===== src/logic/sensor_link_cfg.svh =====
// Named constants for the sensor status link: commands, status bits, checksum and host registers.
// Assumes inclusion by bare name; macros are global to the compilation unit.
`ifndef SENSOR_LINK_CFG_SVH
`define SENSOR_LINK_CFG_SVH

// ==========================================
// Link addressing and command words
`define DEV_ADDR 7'h45
`define CMD_READ_STATUS 16'hF32D
`define CMD_CLEAR_STATUS 16'h3041
`define CMD_SOFT_RESET 16'h30A2
`define CMD_FETCH 16'hE000
`define CMD_WRITE_WORD 16'h6100
`define WR_BYTES_CMD 3'h2
`define WR_BYTES_DATA 3'h5

// ==========================================
// Checksum
`define CRC_POLY 8'h31
`define CRC_INIT 8'hFF
`define CRC_XOUT 8'h00
`define TX_FILL 8'hFF

// ==========================================
// Status word bit positions and reset values
`define ST_ALERT 15
`define ST_HEATER 13
`define ST_RH_ALERT 11
`define ST_T_ALERT 10
`define ST_RESET 4
`define ST_CMD_ERR 1
`define ST_CRC_ERR 0
`define ST_ALERT_RST 1'h1
`define ST_RESET_RST 1'h1

// ==========================================
// Host register byte offsets and fields
`define REG_CTRL 8'h00
`define REG_CMD 8'h04
`define REG_WDATA 8'h08
`define REG_RDATA0 8'h0C
`define REG_RDATA1 8'h10
`define REG_INT_STATUS 8'h14
`define REG_INT_MASK 8'h18
`define REG_RH_CENTI 8'h1C
`define REG_T_CENTI 8'h20
`define CMD_WITH_DATA 16
`define INT_DONE 0
`define INT_NACK 1
`define INT_CRC 2
`define AXI_OKAY 2'h0
`define AXI_SLVERR 2'h2

// ==========================================
// Host scaling, results in hundredths
`define RAW_FULL 32'h0000FFFF
`define RH_SPAN 32'h00002710
`define T_SPAN 32'h0000445C
`define T_OFFSET 32'h00001194

`endif


===== src/logic/sensor_link_pkg.sv =====
// Types and the checksum function shared by both ends of the sensor link.
// Assumes the constants header is on the include path.
`include "sensor_link_cfg.svh"

package sensor_link_pkg;

  // ==========================================
  // Link operations
  typedef enum logic [1:0] {OP_START, OP_WRITE, OP_READ, OP_STOP} link_op_t;

  // ==========================================
  // Checksum over one word, high byte first
  function automatic logic [7:0] crc8_word(input logic [15:0] w);
    logic [7:0] c;
    c = `CRC_INIT;
    for (int i = 15; i >= 0; i--) begin
      c = (c[7] ^ w[i]) ? ({c[6:0], 1'b0} ^ `CRC_POLY) : {c[6:0], 1'b0};
    end
    return c ^ `CRC_XOUT;
  endfunction

endpackage


===== src/logic/sensor_link_if.sv =====
// Byte-level link between the host controller and the sensor end.
// Assumes both ends run on the same clock; one operation outstanding at a time.
`timescale 1ns/1ps

interface sensor_link_if;
  logic cmd_valid;
  sensor_link_pkg::link_op_t cmd_kind;
  logic [7:0] cmd_byte;
  logic cmd_ack;
  logic rsp_valid;
  logic [7:0] rsp_byte;
  logic rsp_ack;

  modport host (output cmd_valid, output cmd_kind, output cmd_byte, output cmd_ack,
                input rsp_valid, input rsp_byte, input rsp_ack);
  modport device (input cmd_valid, input cmd_kind, input cmd_byte, input cmd_ack,
                  output rsp_valid, output rsp_byte, output rsp_ack);
endinterface // sensor_link_if


===== src/logic/sensor_host_ctrl.sv =====
// Host end: AXI4-Lite register slave that runs link transfers to the sensor.
// Assumes the sensor answers every link operation; one operation outstanding at a time.
//
// Our own choices: the AXI4-Lite interface to the registers and the address map.
`timescale 1ns/1ps
`include "sensor_link_cfg.svh"

module sensor_host_ctrl
  import sensor_link_pkg::*;
(
  input wire logic aclk,
  input wire logic aresetn,
  input wire logic [7:0] s_axi_awaddr,
  input wire logic s_axi_awvalid,
  output logic s_axi_awready,
  input wire logic [31:0] s_axi_wdata,
  input wire logic [3:0] s_axi_wstrb,
  input wire logic s_axi_wvalid,
  output logic s_axi_wready,
  output logic [1:0] s_axi_bresp,
  output logic s_axi_bvalid,
  input wire logic s_axi_bready,
  input wire logic [7:0] s_axi_araddr,
  input wire logic s_axi_arvalid,
  output logic s_axi_arready,
  output logic [31:0] s_axi_rdata,
  output logic [1:0] s_axi_rresp,
  output logic s_axi_rvalid,
  input wire logic s_axi_rready,
  sensor_link_if.host link,
  output logic irq
);

  typedef enum {H_IDLE, H_START_W, H_WRITE, H_STOP_W, H_START_R, H_READ, H_STOP_R} host_state_t;

  // ==========================================
  // State
  host_state_t st_q, st_d;
  logic pend_q, pend_d;
  logic issue_q, issue_d;
  link_op_t kind_q, kind_d;
  logic [7:0] byte_q, byte_d;
  logic ack_q, ack_d;
  logic [2:0] idx_q, idx_d;
  logic [47:0] rbuf_q, rbuf_d;
  logic nack_q, nack_d;
  logic [18:0] cmd_q, cmd_d;
  logic [15:0] wdata_q, wdata_d;
  logic [15:0] rd0_q, rd0_d;
  logic [15:0] rd1_q, rd1_d;
  logic [2:0] ist_q, ist_d;
  logic [2:0] imask_q, imask_d;
  logic aw_q, aw_d;
  logic w_q, w_d;
  logic [7:0] awaddr_q, awaddr_d;
  logic [31:0] wd_q, wd_d;
  logic [3:0] ws_q, ws_d;
  logic bvalid_q, bvalid_d;
  logic [1:0] bresp_q, bresp_d;
  logic rvalid_q, rvalid_d;
  logic [31:0] rdata_q, rdata_d;
  logic [1:0] rresp_q, rresp_d;
  logic [2:0] ev;
  logic go;
  logic [39:0] wseq;
  logic [2:0] nw;
  logic [2:0] nr;
  logic [31:0] rh_centi;
  logic [31:0] t_centi;

  function automatic logic [31:0] merge(input logic [31:0] old, input logic [31:0] nw_v, input logic [3:0] s);
    logic [31:0] r;
    r = old;
    for (int i = 0; i < 4; i++) begin
      if (s[i]) r[i*8 +: 8] = nw_v[i*8 +: 8];
    end
    return r;
  endfunction

  // Host bytes: command high first, then optional word and its checksum
  // Command-only sequences start at index 3, so the command sits in the low word
  assign wseq = cmd_q[`CMD_WITH_DATA] ? {cmd_q[15:0], wdata_q, crc8_word(wdata_q)} : {24'h000000, cmd_q[15:0]};
  assign nw = cmd_q[`CMD_WITH_DATA] ? `WR_BYTES_DATA : `WR_BYTES_CMD;
  assign nr = {cmd_q[18:17], 1'b0} + {1'b0, cmd_q[18:17]};
  // Exact scaling to hundredths; divider cost traded for software simplicity
  assign rh_centi = (32'(rd0_q) * `RH_SPAN) / `RAW_FULL;
  assign t_centi = ((32'(rd1_q) * `T_SPAN) / `RAW_FULL) - `T_OFFSET;

  // ==========================================
  // AXI4-Lite slave
  always_comb begin
    aw_d = aw_q;
    w_d = w_q;
    awaddr_d = awaddr_q;
    wd_d = wd_q;
    ws_d = ws_q;
    bvalid_d = bvalid_q;
    bresp_d = bresp_q;
    rvalid_d = rvalid_q;
    rdata_d = rdata_q;
    rresp_d = rresp_q;
    cmd_d = cmd_q;
    wdata_d = wdata_q;
    imask_d = imask_q;
    go = 1'b0;
    ist_d = ist_q | ev;
    if (s_axi_awvalid && s_axi_awready) begin
      aw_d = 1'b1;
      awaddr_d = s_axi_awaddr;
    end
    if (s_axi_wvalid && s_axi_wready) begin
      w_d = 1'b1;
      wd_d = s_axi_wdata;
      ws_d = s_axi_wstrb;
    end
    if (aw_q && w_q) begin
      aw_d = 1'b0;
      w_d = 1'b0;
      bvalid_d = 1'b1;
      bresp_d = `AXI_OKAY;
      unique case (awaddr_q)
        `REG_CTRL: go = ws_q[0] & wd_q[0];
        `REG_CMD: cmd_d = 19'(merge({13'h0000, cmd_q}, wd_q, ws_q));
        `REG_WDATA: wdata_d = 16'(merge({16'h0000, wdata_q}, wd_q, ws_q));
        `REG_INT_STATUS: ist_d = (ist_q & ~(wd_q[2:0] & {3{ws_q[0]}})) | ev; // Set beats clear
        `REG_INT_MASK: imask_d = 3'(merge({29'h00000000, imask_q}, wd_q, ws_q));
        default: bresp_d = `AXI_SLVERR;
      endcase
    end
    if (s_axi_bvalid && s_axi_bready) bvalid_d = 1'b0;
    if (s_axi_rvalid && s_axi_rready) rvalid_d = 1'b0;
    if (s_axi_arvalid && s_axi_arready) begin
      rvalid_d = 1'b1;
      rresp_d = `AXI_OKAY;
      unique case (s_axi_araddr)
        `REG_CTRL: rdata_d = {31'h00000000, st_q != H_IDLE};
        `REG_CMD: rdata_d = {13'h0000, cmd_q};
        `REG_WDATA: rdata_d = {16'h0000, wdata_q};
        `REG_RDATA0: rdata_d = {16'h0000, rd0_q};
        `REG_RDATA1: rdata_d = {16'h0000, rd1_q};
        `REG_INT_STATUS: rdata_d = {29'h00000000, ist_q};
        `REG_INT_MASK: rdata_d = {29'h00000000, imask_q};
        `REG_RH_CENTI: rdata_d = rh_centi;
        `REG_T_CENTI: rdata_d = t_centi;
        default: begin
          rdata_d = 32'h00000000;
          rresp_d = `AXI_SLVERR;
        end
      endcase
    end
  end

  // ==========================================
  // Link sequencer
  always_comb begin
    st_d = st_q;
    pend_d = pend_q;
    issue_d = 1'b0;
    kind_d = kind_q;
    byte_d = byte_q;
    ack_d = ack_q;
    idx_d = idx_q;
    rbuf_d = rbuf_q;
    nack_d = nack_q;
    rd0_d = rd0_q;
    rd1_d = rd1_q;
    ev = 3'h0;
    if (st_q == H_IDLE) begin
      if (go) begin
        st_d = H_START_W;
        idx_d = 3'h0;
        nack_d = 1'b0;
      end
    end else if (!pend_q) begin
      pend_d = 1'b1;
      issue_d = 1'b1;
      byte_d = 8'h00;
      ack_d = 1'b0;
      unique case (st_q)
        H_START_W: begin
          kind_d = OP_START;
          byte_d = {`DEV_ADDR, 1'b0};
        end
        H_WRITE: begin
          kind_d = OP_WRITE;
          byte_d = 8'(wseq >> (8 * (3'h4 - idx_q)));
        end
        H_START_R: begin
          kind_d = OP_START;
          byte_d = {`DEV_ADDR, 1'b1};
        end
        H_READ: begin
          kind_d = OP_READ;
          ack_d = (idx_q != nr - 3'h1);
        end
        default: kind_d = OP_STOP;
      endcase
    end else if (link.rsp_valid) begin
      pend_d = 1'b0;
      unique case (st_q)
        H_START_W, H_WRITE, H_START_R: begin
          if (!link.rsp_ack) begin
            nack_d = 1'b1;
            st_d = H_STOP_R;
          end else if (st_q == H_START_R) begin
            st_d = H_READ;
            idx_d = 3'h0;
          end else if (st_q == H_START_W) begin
            st_d = H_WRITE;
            idx_d = 3'(5) - nw;
          end else begin
            idx_d = idx_q + 3'h1;
            if (idx_q == 3'h4) st_d = H_STOP_W;
          end
        end
        H_STOP_W: st_d = (nr == 3'h0) ? H_IDLE : H_START_R;
        H_READ: begin
          rbuf_d = {rbuf_q[39:0], link.rsp_byte};
          idx_d = idx_q + 3'h1;
          if (idx_q == nr - 3'h1) st_d = H_STOP_R;
        end
        default: st_d = H_IDLE;
      endcase
      if (st_d == H_IDLE) begin
        ev[`INT_DONE] = 1'b1;
        ev[`INT_NACK] = nack_q | nack_d;
        if (!nack_d && nr == 3'h3) begin
          rd0_d = rbuf_q[23:8];
          ev[`INT_CRC] = crc8_word(rbuf_q[23:8]) != rbuf_q[7:0];
        end else if (!nack_d && nr == 3'h6) begin
          rd0_d = rbuf_q[47:32];
          rd1_d = rbuf_q[23:8];
          ev[`INT_CRC] = (crc8_word(rbuf_q[47:32]) != rbuf_q[31:24]) | (crc8_word(rbuf_q[23:8]) != rbuf_q[7:0]);
        end
      end
    end
  end

  // ==========================================
  // Registers
  always_ff @(posedge aclk) begin
    if (!aresetn) begin
      st_q <= H_IDLE;
      pend_q <= 1'b0;
      issue_q <= 1'b0;
      kind_q <= OP_STOP;
      byte_q <= 8'h00;
      ack_q <= 1'b0;
      idx_q <= 3'h0;
      rbuf_q <= 48'h000000000000;
      nack_q <= 1'b0;
      cmd_q <= 19'h00000;
      wdata_q <= 16'h0000;
      rd0_q <= 16'h0000;
      rd1_q <= 16'h0000;
      ist_q <= 3'h0;
      imask_q <= 3'h0;
      aw_q <= 1'b0;
      w_q <= 1'b0;
      awaddr_q <= 8'h00;
      wd_q <= 32'h00000000;
      ws_q <= 4'h0;
      bvalid_q <= 1'b0;
      bresp_q <= 2'h0;
      rvalid_q <= 1'b0;
      rdata_q <= 32'h00000000;
      rresp_q <= 2'h0;
    end else begin
      st_q <= st_d;
      pend_q <= pend_d;
      issue_q <= issue_d;
      kind_q <= kind_d;
      byte_q <= byte_d;
      ack_q <= ack_d;
      idx_q <= idx_d;
      rbuf_q <= rbuf_d;
      nack_q <= nack_d;
      cmd_q <= cmd_d;
      wdata_q <= wdata_d;
      rd0_q <= rd0_d;
      rd1_q <= rd1_d;
      ist_q <= ist_d;
      imask_q <= imask_d;
      aw_q <= aw_d;
      w_q <= w_d;
      awaddr_q <= awaddr_d;
      wd_q <= wd_d;
      ws_q <= ws_d;
      bvalid_q <= bvalid_d;
      bresp_q <= bresp_d;
      rvalid_q <= rvalid_d;
      rdata_q <= rdata_d;
      rresp_q <= rresp_d;
    end
  end

  // ==========================================
  // Outputs
  assign s_axi_awready = !aw_q && !bvalid_q;
  assign s_axi_wready = !w_q && !bvalid_q;
  assign s_axi_bvalid = bvalid_q;
  assign s_axi_bresp = bresp_q;
  assign s_axi_arready = !rvalid_q;
  assign s_axi_rvalid = rvalid_q;
  assign s_axi_rdata = rdata_q;
  assign s_axi_rresp = rresp_q;
  assign link.cmd_valid = issue_q;
  assign link.cmd_kind = kind_q;
  assign link.cmd_byte = byte_q;
  assign link.cmd_ack = ack_q;
  assign irq = |(ist_q & imask_q);

endmodule // sensor_host_ctrl


===== src/flat_wrapper.sv =====
// flat-port wrapper written by rule: the top's interface ports become plain ports
module sensor_host_ctrl_flat import sensor_link_pkg::*;
  (aclk, aresetn, s_axi_awaddr, s_axi_awvalid, s_axi_awready, s_axi_wdata, s_axi_wstrb, s_axi_wvalid, s_axi_wready, s_axi_bresp, s_axi_bvalid, s_axi_bready, s_axi_araddr, s_axi_arvalid, s_axi_arready, s_axi_rdata, s_axi_rresp, s_axi_rvalid, s_axi_rready, irq, link_cmd_valid, link_cmd_kind, link_cmd_byte, link_cmd_ack, link_rsp_valid, link_rsp_byte, link_rsp_ack);
  sensor_link_if link_i ();
  input wire logic aclk;
  input wire logic aresetn;
  input wire logic [7:0] s_axi_awaddr;
  input wire logic s_axi_awvalid;
  output logic s_axi_awready;
  input wire logic [31:0] s_axi_wdata;
  input wire logic [3:0] s_axi_wstrb;
  input wire logic s_axi_wvalid;
  output logic s_axi_wready;
  output logic [1:0] s_axi_bresp;
  output logic s_axi_bvalid;
  input wire logic s_axi_bready;
  input wire logic [7:0] s_axi_araddr;
  input wire logic s_axi_arvalid;
  output logic s_axi_arready;
  output logic [31:0] s_axi_rdata;
  output logic [1:0] s_axi_rresp;
  output logic s_axi_rvalid;
  input wire logic s_axi_rready;
  output logic irq;
  output wire logic [$bits(link_i.cmd_valid)-1:0] link_cmd_valid;
  output wire logic [$bits(link_i.cmd_kind)-1:0] link_cmd_kind;
  output wire logic [$bits(link_i.cmd_byte)-1:0] link_cmd_byte;
  output wire logic [$bits(link_i.cmd_ack)-1:0] link_cmd_ack;
  input wire logic [$bits(link_i.rsp_valid)-1:0] link_rsp_valid;
  input wire logic [$bits(link_i.rsp_byte)-1:0] link_rsp_byte;
  input wire logic [$bits(link_i.rsp_ack)-1:0] link_rsp_ack;
  assign link_cmd_valid = link_i.cmd_valid;
  assign link_cmd_kind = link_i.cmd_kind;
  assign link_cmd_byte = link_i.cmd_byte;
  assign link_cmd_ack = link_i.cmd_ack;
  assign link_i.rsp_valid = link_rsp_valid;
  assign link_i.rsp_byte = link_rsp_byte;
  assign link_i.rsp_ack = link_rsp_ack;
  sensor_host_ctrl u_core (.aclk(aclk), .aresetn(aresetn), .s_axi_awaddr(s_axi_awaddr), .s_axi_awvalid(s_axi_awvalid), .s_axi_awready(s_axi_awready), .s_axi_wdata(s_axi_wdata), .s_axi_wstrb(s_axi_wstrb), .s_axi_wvalid(s_axi_wvalid), .s_axi_wready(s_axi_wready), .s_axi_bresp(s_axi_bresp), .s_axi_bvalid(s_axi_bvalid), .s_axi_bready(s_axi_bready), .s_axi_araddr(s_axi_araddr), .s_axi_arvalid(s_axi_arvalid), .s_axi_arready(s_axi_arready), .s_axi_rdata(s_axi_rdata), .s_axi_rresp(s_axi_rresp), .s_axi_rvalid(s_axi_rvalid), .s_axi_rready(s_axi_rready), .link(link_i), .irq(irq));
endmodule

===== config.mk =====
export PLATFORM = sky130hd
export DESIGN_NAME = sensor_host_ctrl_flat
export DESIGN_NICKNAME = d
export VERILOG_FILES = /design/src/logic/sensor_link_pkg.sv /design/src/logic/sensor_link_if.sv /design/src/logic/sensor_host_ctrl.sv /design/src/flat_wrapper.sv
export VERILOG_INCLUDE_DIRS = /design/src /design/src/logic
export SDC_FILE = /design/constraint.sdc
export NUM_CORES = 1
export LEC_CHECK = 0
export BUFFER_PORTS_ARGS = -buffer_cell sky130_fd_sc_hd__buf_2
export CAP_MARGIN = 15
export CORE_UTILIZATION = 51
export CTS_BUF_LIST = sky130_fd_sc_hd__clkbuf_16
export DETAILED_ROUTE_END_ITERATION = 8
export HOLD_SLACK_MARGIN = 0.1
export PLACE_DENSITY = 0.68
export SETUP_SLACK_MARGIN = 0.5
export SYNTH_ARGS = -nofsm -noshare
export SYNTH_HDL_FRONTEND = slang
export SYNTH_SLANG_ARGS = --single-unit

===== constraint.sdc =====
create_clock -name aclk -period 19.3 [get_ports aclk]
set_input_delay 0.965 -clock aclk [delete_from_list [all_inputs] [get_ports aclk]]
set_output_delay 0.965 -clock aclk [all_outputs]
set_load 0.01 [all_outputs]

* Word level (Yosys, flattened, before mapping) *
Index checks and enable logic that the tools add are counted.

cells by class
  add/sub/neg operators = 6
  $mul = 2
  divide/modulo/power cells = 2
  equality and inequality tests = 28
  shifts and indexed selects = 1
  muxes and demuxes = 104
  bitwise operators = 103
  reductions and logical operators = 46

operators by type and width
  cell                                                 count
  2-to-1 mux 32 bit                                    12
  2-to-1 mux 6 bit                                     48
  case mux 32 bit (9 select lines)                     1
  inverter 3 bit                                       46
  == test 32 x 2 -> 1 bit, second input constant       3
  case mux 32 bit (3 select lines)                     1
  == test 32 x 3 -> 1 bit, second input constant       2
  logical NOT 32 bit                                   2
  == test 8 x 5 -> 1 bit, second input constant        6
  2-to-1 mux 3 bit                                     15
  2-to-1 mux 40 bit                                    1
  right shift 40 x 32 -> 8 bit                         1
  bitwise XOR 1 bit                                    39
  divider 30 x 16 -> 32 bit, second input constant     1
  divider 31 x 16 -> 32 bit, second input constant     1
  == test 32 x 1 -> 1 bit, second input constant       1
  == test 32 x 4 -> 1 bit, second input constant       1
  2-to-1 mux 16 bit                                    2
  nonzero test 32 bit                                  1
  subtractor 32 x 13 -> 32 bit, second input constant  1
  multiplier 16 x 13 -> 29 bit, second input constant  1
  multiplier 16 x 10 -> 26 bit, second input constant  1
  == test 8 x 4 -> 1 bit, second input constant        3
  case mux 8 bit (3 select lines)                      1
  other kinds (39)                                     101

word-level totals
  register bits after elaboration = 240
  bits of input ports = 69
  output and inout bits = 54
  logic and storage cells = 320

* Longest topological paths before layout *
Gate-level depths: netlist (run 1).

  word-level depth = 42
  mapped depth = 76
  depth with buffers taken out = 65

* Worst setup path before layout (run 1) *
OpenSTA, ideal clock, no wires.

  path kind = register to register
  start point = reg u_core.rd0_q[7]
  end point = reg u_core.rdata_q[1] (netlist: u_core.s_axi_rdata[1])
  library setup time = 0.128 ns
  data arrival time = 17.385 ns
  data required time = 19.172 ns
  setup slack = 1.787 ns
  cell stages (with the launch flop) = 67
  buffers on the path = 3
  period minus slack after synthesis = 17.513 ns
  path through = dfxtp_1 fa_1 ha_1 inv_1 fa_1 inv_1 ha_1 inv_1 fa_1 inv_1 ha_1 o21ai_0 a21oi_1 o31ai_1 a211oi_1 o21ai_0 xnor2_1 nand2_1 [31 not listed] nor4b_1 mux2i_1 ha_1 nand2_1 nor2_1 nand2_1 xor2_1 ha_1 nand2_1 nor3_1 xnor2_1 ha_1 nand2_1 or3_1 a21oi_1 o21ai_0 a22oi_1 nor2_1

between the ends
  word-level cells in the longest chain between the ends = 3

ends and longest elaborated chain
  what                                           RTL line                 text
  from (decl)                                    sensor_host_ctrl.sv:49   logic [15:0] rd0_q, rd0_d;
  from (signal assigned)                         sensor_host_ctrl.sv:280  rd0_q <= rd0_d;
  multiplier 16 x 10 -> 26 bit (no source line)  --
  divider 30 x 16 -> 32 bit (no source line)     --
  case mux 32 bit (9 select lines)               sensor_host_ctrl.sv:135  unique case (s_axi_araddr)
  to (signal assigned)                           sensor_host_ctrl.sv:292  rdata_q <= rdata_d;
  to (decl)                                      sensor_host_ctrl.sv:61   logic [31:0] rdata_q, rdata_d;

No other way between the ends.
A chain may end at the register's enable or synchronous reset.

* Worst setup path after layout (run 1) *
  start point = reg u_core.rd1_q[13]
  end point = reg u_core.rdata_q[14] (netlist: u_core.s_axi_rdata[14])

between the ends
  word-level cells in the longest chain between the ends = 4

ends and longest elaborated chain
  what                                           RTL line                 text
  from (decl)                                    sensor_host_ctrl.sv:50   logic [15:0] rd1_q, rd1_d;
  from (signal assigned)                         sensor_host_ctrl.sv:281  rd1_q <= rd1_d;
  multiplier 16 x 13 -> 29 bit (no source line)  --
  divider 31 x 16 -> 32 bit (no source line)     --
  subtractor 32 x 13 -> 32 bit (no source line)  --
  case mux 32 bit (9 select lines)               sensor_host_ctrl.sv:135

No other way between the ends.

==> results of run 1 <==
[cells in the final DEF (no fill, tap or decap), types with 19 or more instances in the layout]
master / n
nand2_1: 483
nor2_1: 363
a21oi_1: 296
inv_1: 269
buf_4: 267
dfxtp_1: 222
ha_1: 185
xnor2_1: 166
o21ai_0: 143
nor3_1: 124
nand3_1: 116
mux2i_1: 111
buf_2: 106
and3_1: 102
fa_1: 80
nand4_1: 79
xor2_1: 74
a211oi_1: 57
and2_1: 54
nor4_1: 54
o211ai_1: 53
a31oi_1: 45
nand2b_1: 43
a21o_1: 41
or3_1: 40
o21a_1: 34
a22oi_1: 32
or2_2: 32
mux2_2: 31
o21ai_1: 30
o31ai_1: 29
and4_1: 27
a211o_1: 24
clkbuf_16: 24
or4_1: 23
o2111ai_1: 22
o22ai_1: 19
[routing by layer]
layer,routed length [um],up-vias
met5,12,-
met4,2230,2
met3,6870,131
met2,45000,1160
met1,46000,15500
li1,-,15800
[how the worst max path moves through the flow]
stage,slack (ps),to,from,cells past startpoint
2_1_floorplan,1790,u_core.s_axi_rdata[1]$_SDFFE_PN0P_,u_core.rd0_q[7]$_SDFFE_PN0P_,66
3_5_place_dp,410,u_core.s_axi_rdata[14]$_SDFFE_PN0P_,u_core.rd1_q[12]$_SDFFE_PN0P_,64
6_report,1360,u_core.s_axi_rdata[14]$_SDFFE_PN0P_,u_core.rd1_q[13]$_SDFFE_PN0P_,64
5_1_grt,390,u_core.s_axi_rdata[14]$_SDFFE_PN0P_,u_core.rd1_q[13]$_SDFFE_PN0P_,65
4_1_cts,520,u_core.s_axi_rdata[14]$_SDFFE_PN0P_,u_core.rd1_q[9]$_SDFFE_PN0P_,62
3_3_place_gp,530,u_core.s_axi_rdata[12]$_SDFFE_PN0P_,u_core.rd1_q[12]$_SDFFE_PN0P_,62
[flip-flops by register name (all words and copies together) (netlist names), 8 cells and up]
| register | flops |
|---|---|
| u_core.rbuf_q | 48 |
| u_core.link.cmd_byte | 8 |
| u_core.wd_q | 19 |
| u_core.wdata_q | 16 |
| u_core.cmd_q | 19 |
| u_core.st_q | 32 |
| u_core.rd1_q | 16 |
| u_core.s_axi_rdata | 32 |
| u_core.rd0_q | 16 |
| u_core.awaddr_q | 8 |
[logic make-up after synthesis]
kind of cell,count (synthesis),share of synthesized area (%)
AND/OR/NAND/NOR,1697,28.0
AO/OA/AOI/OAI,1125,25.4
buffers and inverters,437,5.78
adder cells (fa/ha/maj),272,12.9
XOR/XNOR,251,7.24
flip-flops,238,15.4
multiplexers,152,5.32
other,1,0.0121
[final cells by class]
type | count | area, um2
Fill cell | 5672 | 25100
Timing Repair Buffer | 375 | 2570
Inverter | 266 | 1000
Multi-Input combinational cell | 3499 | 25000
Clock buffer | 24 | 601
Tap cell | 782 | 978
Clock inverter | 19 | 203
Antenna cell | 1 | 2.50
Sequential cell | 238 | 4780
[power by group]
group | leakage (nW) | switching (mW) | internal [mW]
Sequential | 1.93 | 0.00522 | 0.496
Clock | 0.416 | 0.207 | 0.280
Combinational | 12.3 | 0.0266 | 0.0122
[metrics by stage]
stage,std cells,util [%],area (um2)
after floorplan,4174,-,31000
after global placement,5138,55.8,33600
after detailed placement,5138,55.8,33600
after CTS,5181,57.2,34500
after global routing,5203,58.4,35200
final,5204,58.4,35200
[critical path: cells and delay by family, from the launching register on]
family / cells / cell delay, ps
multiplexers: 2 / 500
adder cells (fa/ha/maj): 7 / 2790
XOR/XNOR: 2 / 310
AND/OR/NAND/NOR: 26 / 8060
flip-flops: 1 / 410
buffers and inverters: 7 / 750
AO/OA/AOI/OAI: 20 / 5010
[repair_timing]
action | in CTS | in global routing
resized for setup | 4 | 123
buffers inserted | 0 | 21
setup endpoints to repair | 13 | 32
pin swaps | 1 | 16
==> metrics.cfg, run 1 <==
[clocking]
cts_tree=yes
h-tree-depth=1
cts_hold_buf=0
root_buffer=clkbuf_16
numCtsBuffers=24
cts_buffer_depth=3
clk_pin_slew_ps=70
clkLatencyLatePin_ps=550
cts_sinks=238

[layout]
drive_gt1_share_pct=15.7
syn_to_final_growth_pct=13.4
fin_nets=4742

[global_route]
grt.busiest_layer=met2
use_met1_pct=43.6
grtUsageTotal_pct=30.8
grt_util_met2_pct=49.8
antenna_found_initial=1
grt.overflow.total=0
grt_pass1_vias=29400
grtUsageMet3_pct=3.06
grt_max_degree=87
grt_pass1_wl_um=158000

[synthesis]
synth_cell_types=134
synth.most_common_cell=nand2_1
yosys_warnings=0
syn_inst=4173
synth_edf_count=0
synth_top_area_share_pct=15.4
synth_ff_type=dfxtp_1
async_flop_share_pct=0
yosys-top-cells-area=dfxtp_1 (15%), ha_1 (7.6%), nand2_1 (5.8%)
synthTopCellsByCount=nand2_1 (483), nor2_1 (369), a21oi_1 (302)
synth-seq-cells=238
syn_area_um2=31000
avgSynthCellArea_um2=7.43
ys_seq_area_share_pct=15.4
synth_area_leader_cell=dfxtp_1

[run]
max-cap-violations=0

[timing]
setup_ws_ps=1360
hold_ws_ps=454
slew-limit-headroom_pct=26.6
max_freq_ghz=0.0557
worst_pin_slew_ps=1100
min_period_over_period_pct=93.0
finalHoldViolations=0
setup_violations=0
min_period_ps=17940
maxSlewViolCount=0
rsz0062_at_grt=no
skew_ps=12.2
fin_tns_setup_ps=0

[drt]
first_pass_iters=6
ant_nets=0
wirelength_um=100000
wl_per_cell_um=19.2
num_vias=32700
drt_iter0_markers=2883
drcViolationCount=0
viasPerCell=6.28

[floorplan]
coreArea_um2=60200
die_h_um=249
row_count=90
ioPinCount=123
dieArea_um2=61800
start_util_pct=51.5
dieWidth_um=249

[placed_design]
place_ws_ps=414
dpl.hpwl_um=79500
io_buffers=106
gp_congestion=0.967

[setup_path]
arrival_ps=18420
rrSetupSlack_ps=1360
crit_fanout=9
r2r-start=u_core.rd1_q[13]$_SDFFE_PN0P_
rr_worst_depth=64
required_ps=19780
worst_r2r_endpoint=u_core.s_axi_rdata[14]$_SDFFE_PN0P_
path_class=flop to flop
critPathSlowestCell=or4_4
slowest_delay_ps=620
critPathCaptureType=flop
startpoint_type=flop

[power_and_ir_drop]
p_total_mw=1.03
leakagePower_nw=14.7
ir_drop_mv=0.0675
power_density_nw_per_um2=29.2

[min_path]
holdPathStages=2
hold_class=flop to flop
holdPathEnd=u_core.link.cmd_ack$_SDFFE_PN0P_
holdCritStartpoint=u_core.link.cmd_ack$_SDFFE_PN0P_

[outcome]
status=complete, no violations

Power figures use the tool's default switching activity.
==> inputs of run 2 (changes only) <==
--- a/config.mk
+++ b/config.mk
@@ -6,6 +6,7 @@
 export SDC_FILE = /design/constraint.sdc
 export NUM_CORES = 1
 export LEC_CHECK = 0
+export ABC_AREA = 1
 export BUFFER_PORTS_ARGS = -buffer_cell sky130_fd_sc_hd__buf_2
 export CAP_MARGIN = 15
 export CORE_UTILIZATION = 51
@@ -14,6 +15,7 @@
 export HOLD_SLACK_MARGIN = 0.1
 export PLACE_DENSITY = 0.68
 export SETUP_SLACK_MARGIN = 0.5
+export SKIP_LAST_GASP = 1
 export SYNTH_ARGS = -nofsm -noshare
 export SYNTH_HDL_FRONTEND = slang
 export SYNTH_SLANG_ARGS = --single-unit
==> metrics.cfg, run 2 <==
[floorplan]
die_h_um=258
coreArea_um2=64700
ioPinCount=123
dieWidth_um=258
start_util_pct=51.8
row_count=93
dieArea_um2=66700

[drt]
routed-wl-met2_um=43500
met3WireLength_um=5800
met1_length_um=46000
routed.top_layer=met5
num_vias=35400
wl_per_cell_um=14.6
ant_nets=0
first_pass_iters=8
viasPerCell=5.28
wirelength_um=97500
drcViolationCount=0
drt_iter0_markers=2719

[setup_path]
cp_top_family=simple AND/OR/NAND/NOR gates
critPathSlowestCell=fa_1
slowest_delay_ps=520
path_common_cell=nand2_1
startpoint_type=flop
critPathCaptureType=flop
required_ps=19710
arrival_ps=17910
path_buf_inv=19
crit_fanout=19
path_class=flop to flop

[layout]
layout.cells.non_filler=6695
drive_gt1_share_pct=13.7
final_cell_mix=nand2_1 (1498), inv_1 (898), nor2_1 (600)
final_util_pct=56.8
syn_to_final_growth_pct=9.74
layout_commonest_cell=nand2_1
antennaDiodeCount=0
fin_nets=6158
top_register=u_core.rbuf_q
fillers=6770
largest_reg_flops=48

[timing]
setup_violations=0
max_freq_ghz=0.0571
worst_pin_slew_ps=1020
finalHoldViolations=0
maxSlewViolCount=0
slew-limit-headroom_pct=31.6
fin_tns_setup_ps=0
min_period_over_period_pct=90.7
skew_ps=15.8
min_period_ps=17510
rsz0062_at_grt=yes

[synthesis]
syn_area_um2=33500
synth_simple_gate_area_share_pct=43.7
synthTopCellsByCount=nand2_1 (1512), inv_1 (892), nor2_1 (628)
synth_ff_type=dfxtp_1
ys_seq_area_share_pct=14.2
yosys-top-cells-area=nand2_1 (17%), dfxtp_1 (14%), inv_1 (10%)
synth_area_leader_cell=nand2_1
synth_top_area_share_pct=16.9
async_flop_share_pct=0
synth_edf_count=0
synth_cell_types=82
yosys_warnings=0
synth-seq-cells=238
avgSynthCellArea_um2=5.93
synth_mux_area_share_pct=0.0299
syn_inst=5645
synth-compound-area-share_pct=11.8
synthAdderAreaFrac_pct=11.8
synthXorXnorAreaFrac_pct=5.04
synth_top_family_by_area=simple AND/OR/NAND/NOR gates
synth.most_common_cell=nand2_1

[clocking]
h-tree-depth=1
cts_buffer_depth=3
numCtsBuffers=26
clk_pin_slew_ps=60
root_buffer=clkbuf_16
clkLatencyLatePin_ps=550
cts_tree=yes
cts_sinks=238
cts_hold_buf=0

[placed_design]
io_buffers=106
dpl.hpwl_um=79900
gp_congestion=0.963
dpl.cell_count=6612

[power_and_ir_drop]
leakagePower_nw=18.5
power_density_nw_per_um2=27.6
p_total_mw=1.01
ir_drop_mv=0.0701

[outcome]
status=complete, no violations

[run]
max-cap-violations=0

[global_route]
antenna_found_initial=2
grt_pass1_wl_um=158000
grtUsageTotal_pct=28.2
grt.overflow.total=0
grt_pass1_vias=31700
grt_max_degree=87

[min_path]
hold_class=flop to flop

-- run 2: worst min-delay path, delay by kind of cell, from the launching register on --
family | cells | cell delay (ps)
AND/OR/NAND/NOR | 2 | 90
flip-flops | 1 | 310
-- run 2: path summary, 6_finish.rpt --
kind                                                    start                                   to  slack [ps]  depth (start not counted)
worst max-delay path            u_core.rd1_q[11]$_SDFFE_PN0P_  u_core.s_axi_rdata[14]$_SDFFE_PN0P_        1790                        121
worst min register to register    u_core.st_q[8]$_SDFFE_PN0P_          u_core.st_q[8]$_SDFFE_PN0P_         440                          2
worst max register to register  u_core.rd1_q[11]$_SDFFE_PN0P_  u_core.s_axi_rdata[14]$_SDFFE_PN0P_        1790                        121
worst min-delay path              u_core.st_q[8]$_SDFFE_PN0P_          u_core.st_q[8]$_SDFFE_PN0P_         440                          2
-- run 2: logic make-up (layout without fill, tap and decap cells) --
family,Yosys count,count (layout)
compound gates,676,676
xor+xnor,190,190
fa+ha+maj,269,269
buf+inv,1076,1269
flops,238,238
mux,1,1
other cells,1,2
simple gates,3194,3195
-- run 2: area by class of cell --
| type | instances | area [um2] | area share (%) |
|---|---|---|---|
| sequential | 238 | 4790 | 13.0 |
| clock buffer | 26 | 651 | 1.77 |
| clock inverter | 22 | 153 | 0.415 |
| tap | 855 | 1070 | 2.91 |
| inverter | 956 | 3620 | 9.84 |
| multi-input combinational | 4333 | 24700 | 67.2 |
| timing repair buffer | 265 | 1760 | 4.79 |
-- run 2: through the flow --
| step | setup WS (ps) | instance area, um2 | hold WS [ps] |
|---|---|---|---|
| final | 1790 | 36800 | 441 |
| after CTS | 560 | 36000 | 440 |
| after global placement | 803 | 35200 | 426 |
| after global routing | 442 | 36800 | 457 |
| after detailed placement | 517 | 35200 | 432 |
| after floorplan | 4070 | 33500 | 419 |
-- run 2: timing repair --
| action | 4_1_cts | 5_1_grt |
|---|---|---|
| endpoints found under the setup margin | 2 | 32 |
| gates cloned | 0 | 1 |
| pin swaps | 0 | 20 |
| gates resized for setup | 2 | 114 |
| setup buffers | 0 | 34 |
-- run 2: routing by layer --
metal / up-vias / track usage, %
met2: 860 / 46.1
met3: 130 / 3.29
li1: 18400 / -
met1: 16000 / 39.6
met5: - / 0
met4: 4 / 6.41
-- run 2: power breakdown --
group	internal (mW)	total (mW)	switching, mW
clock network	0.260	0.467	0.207
logic	0.0135	0.0447	0.0312
registers	0.499	0.504	0.00479
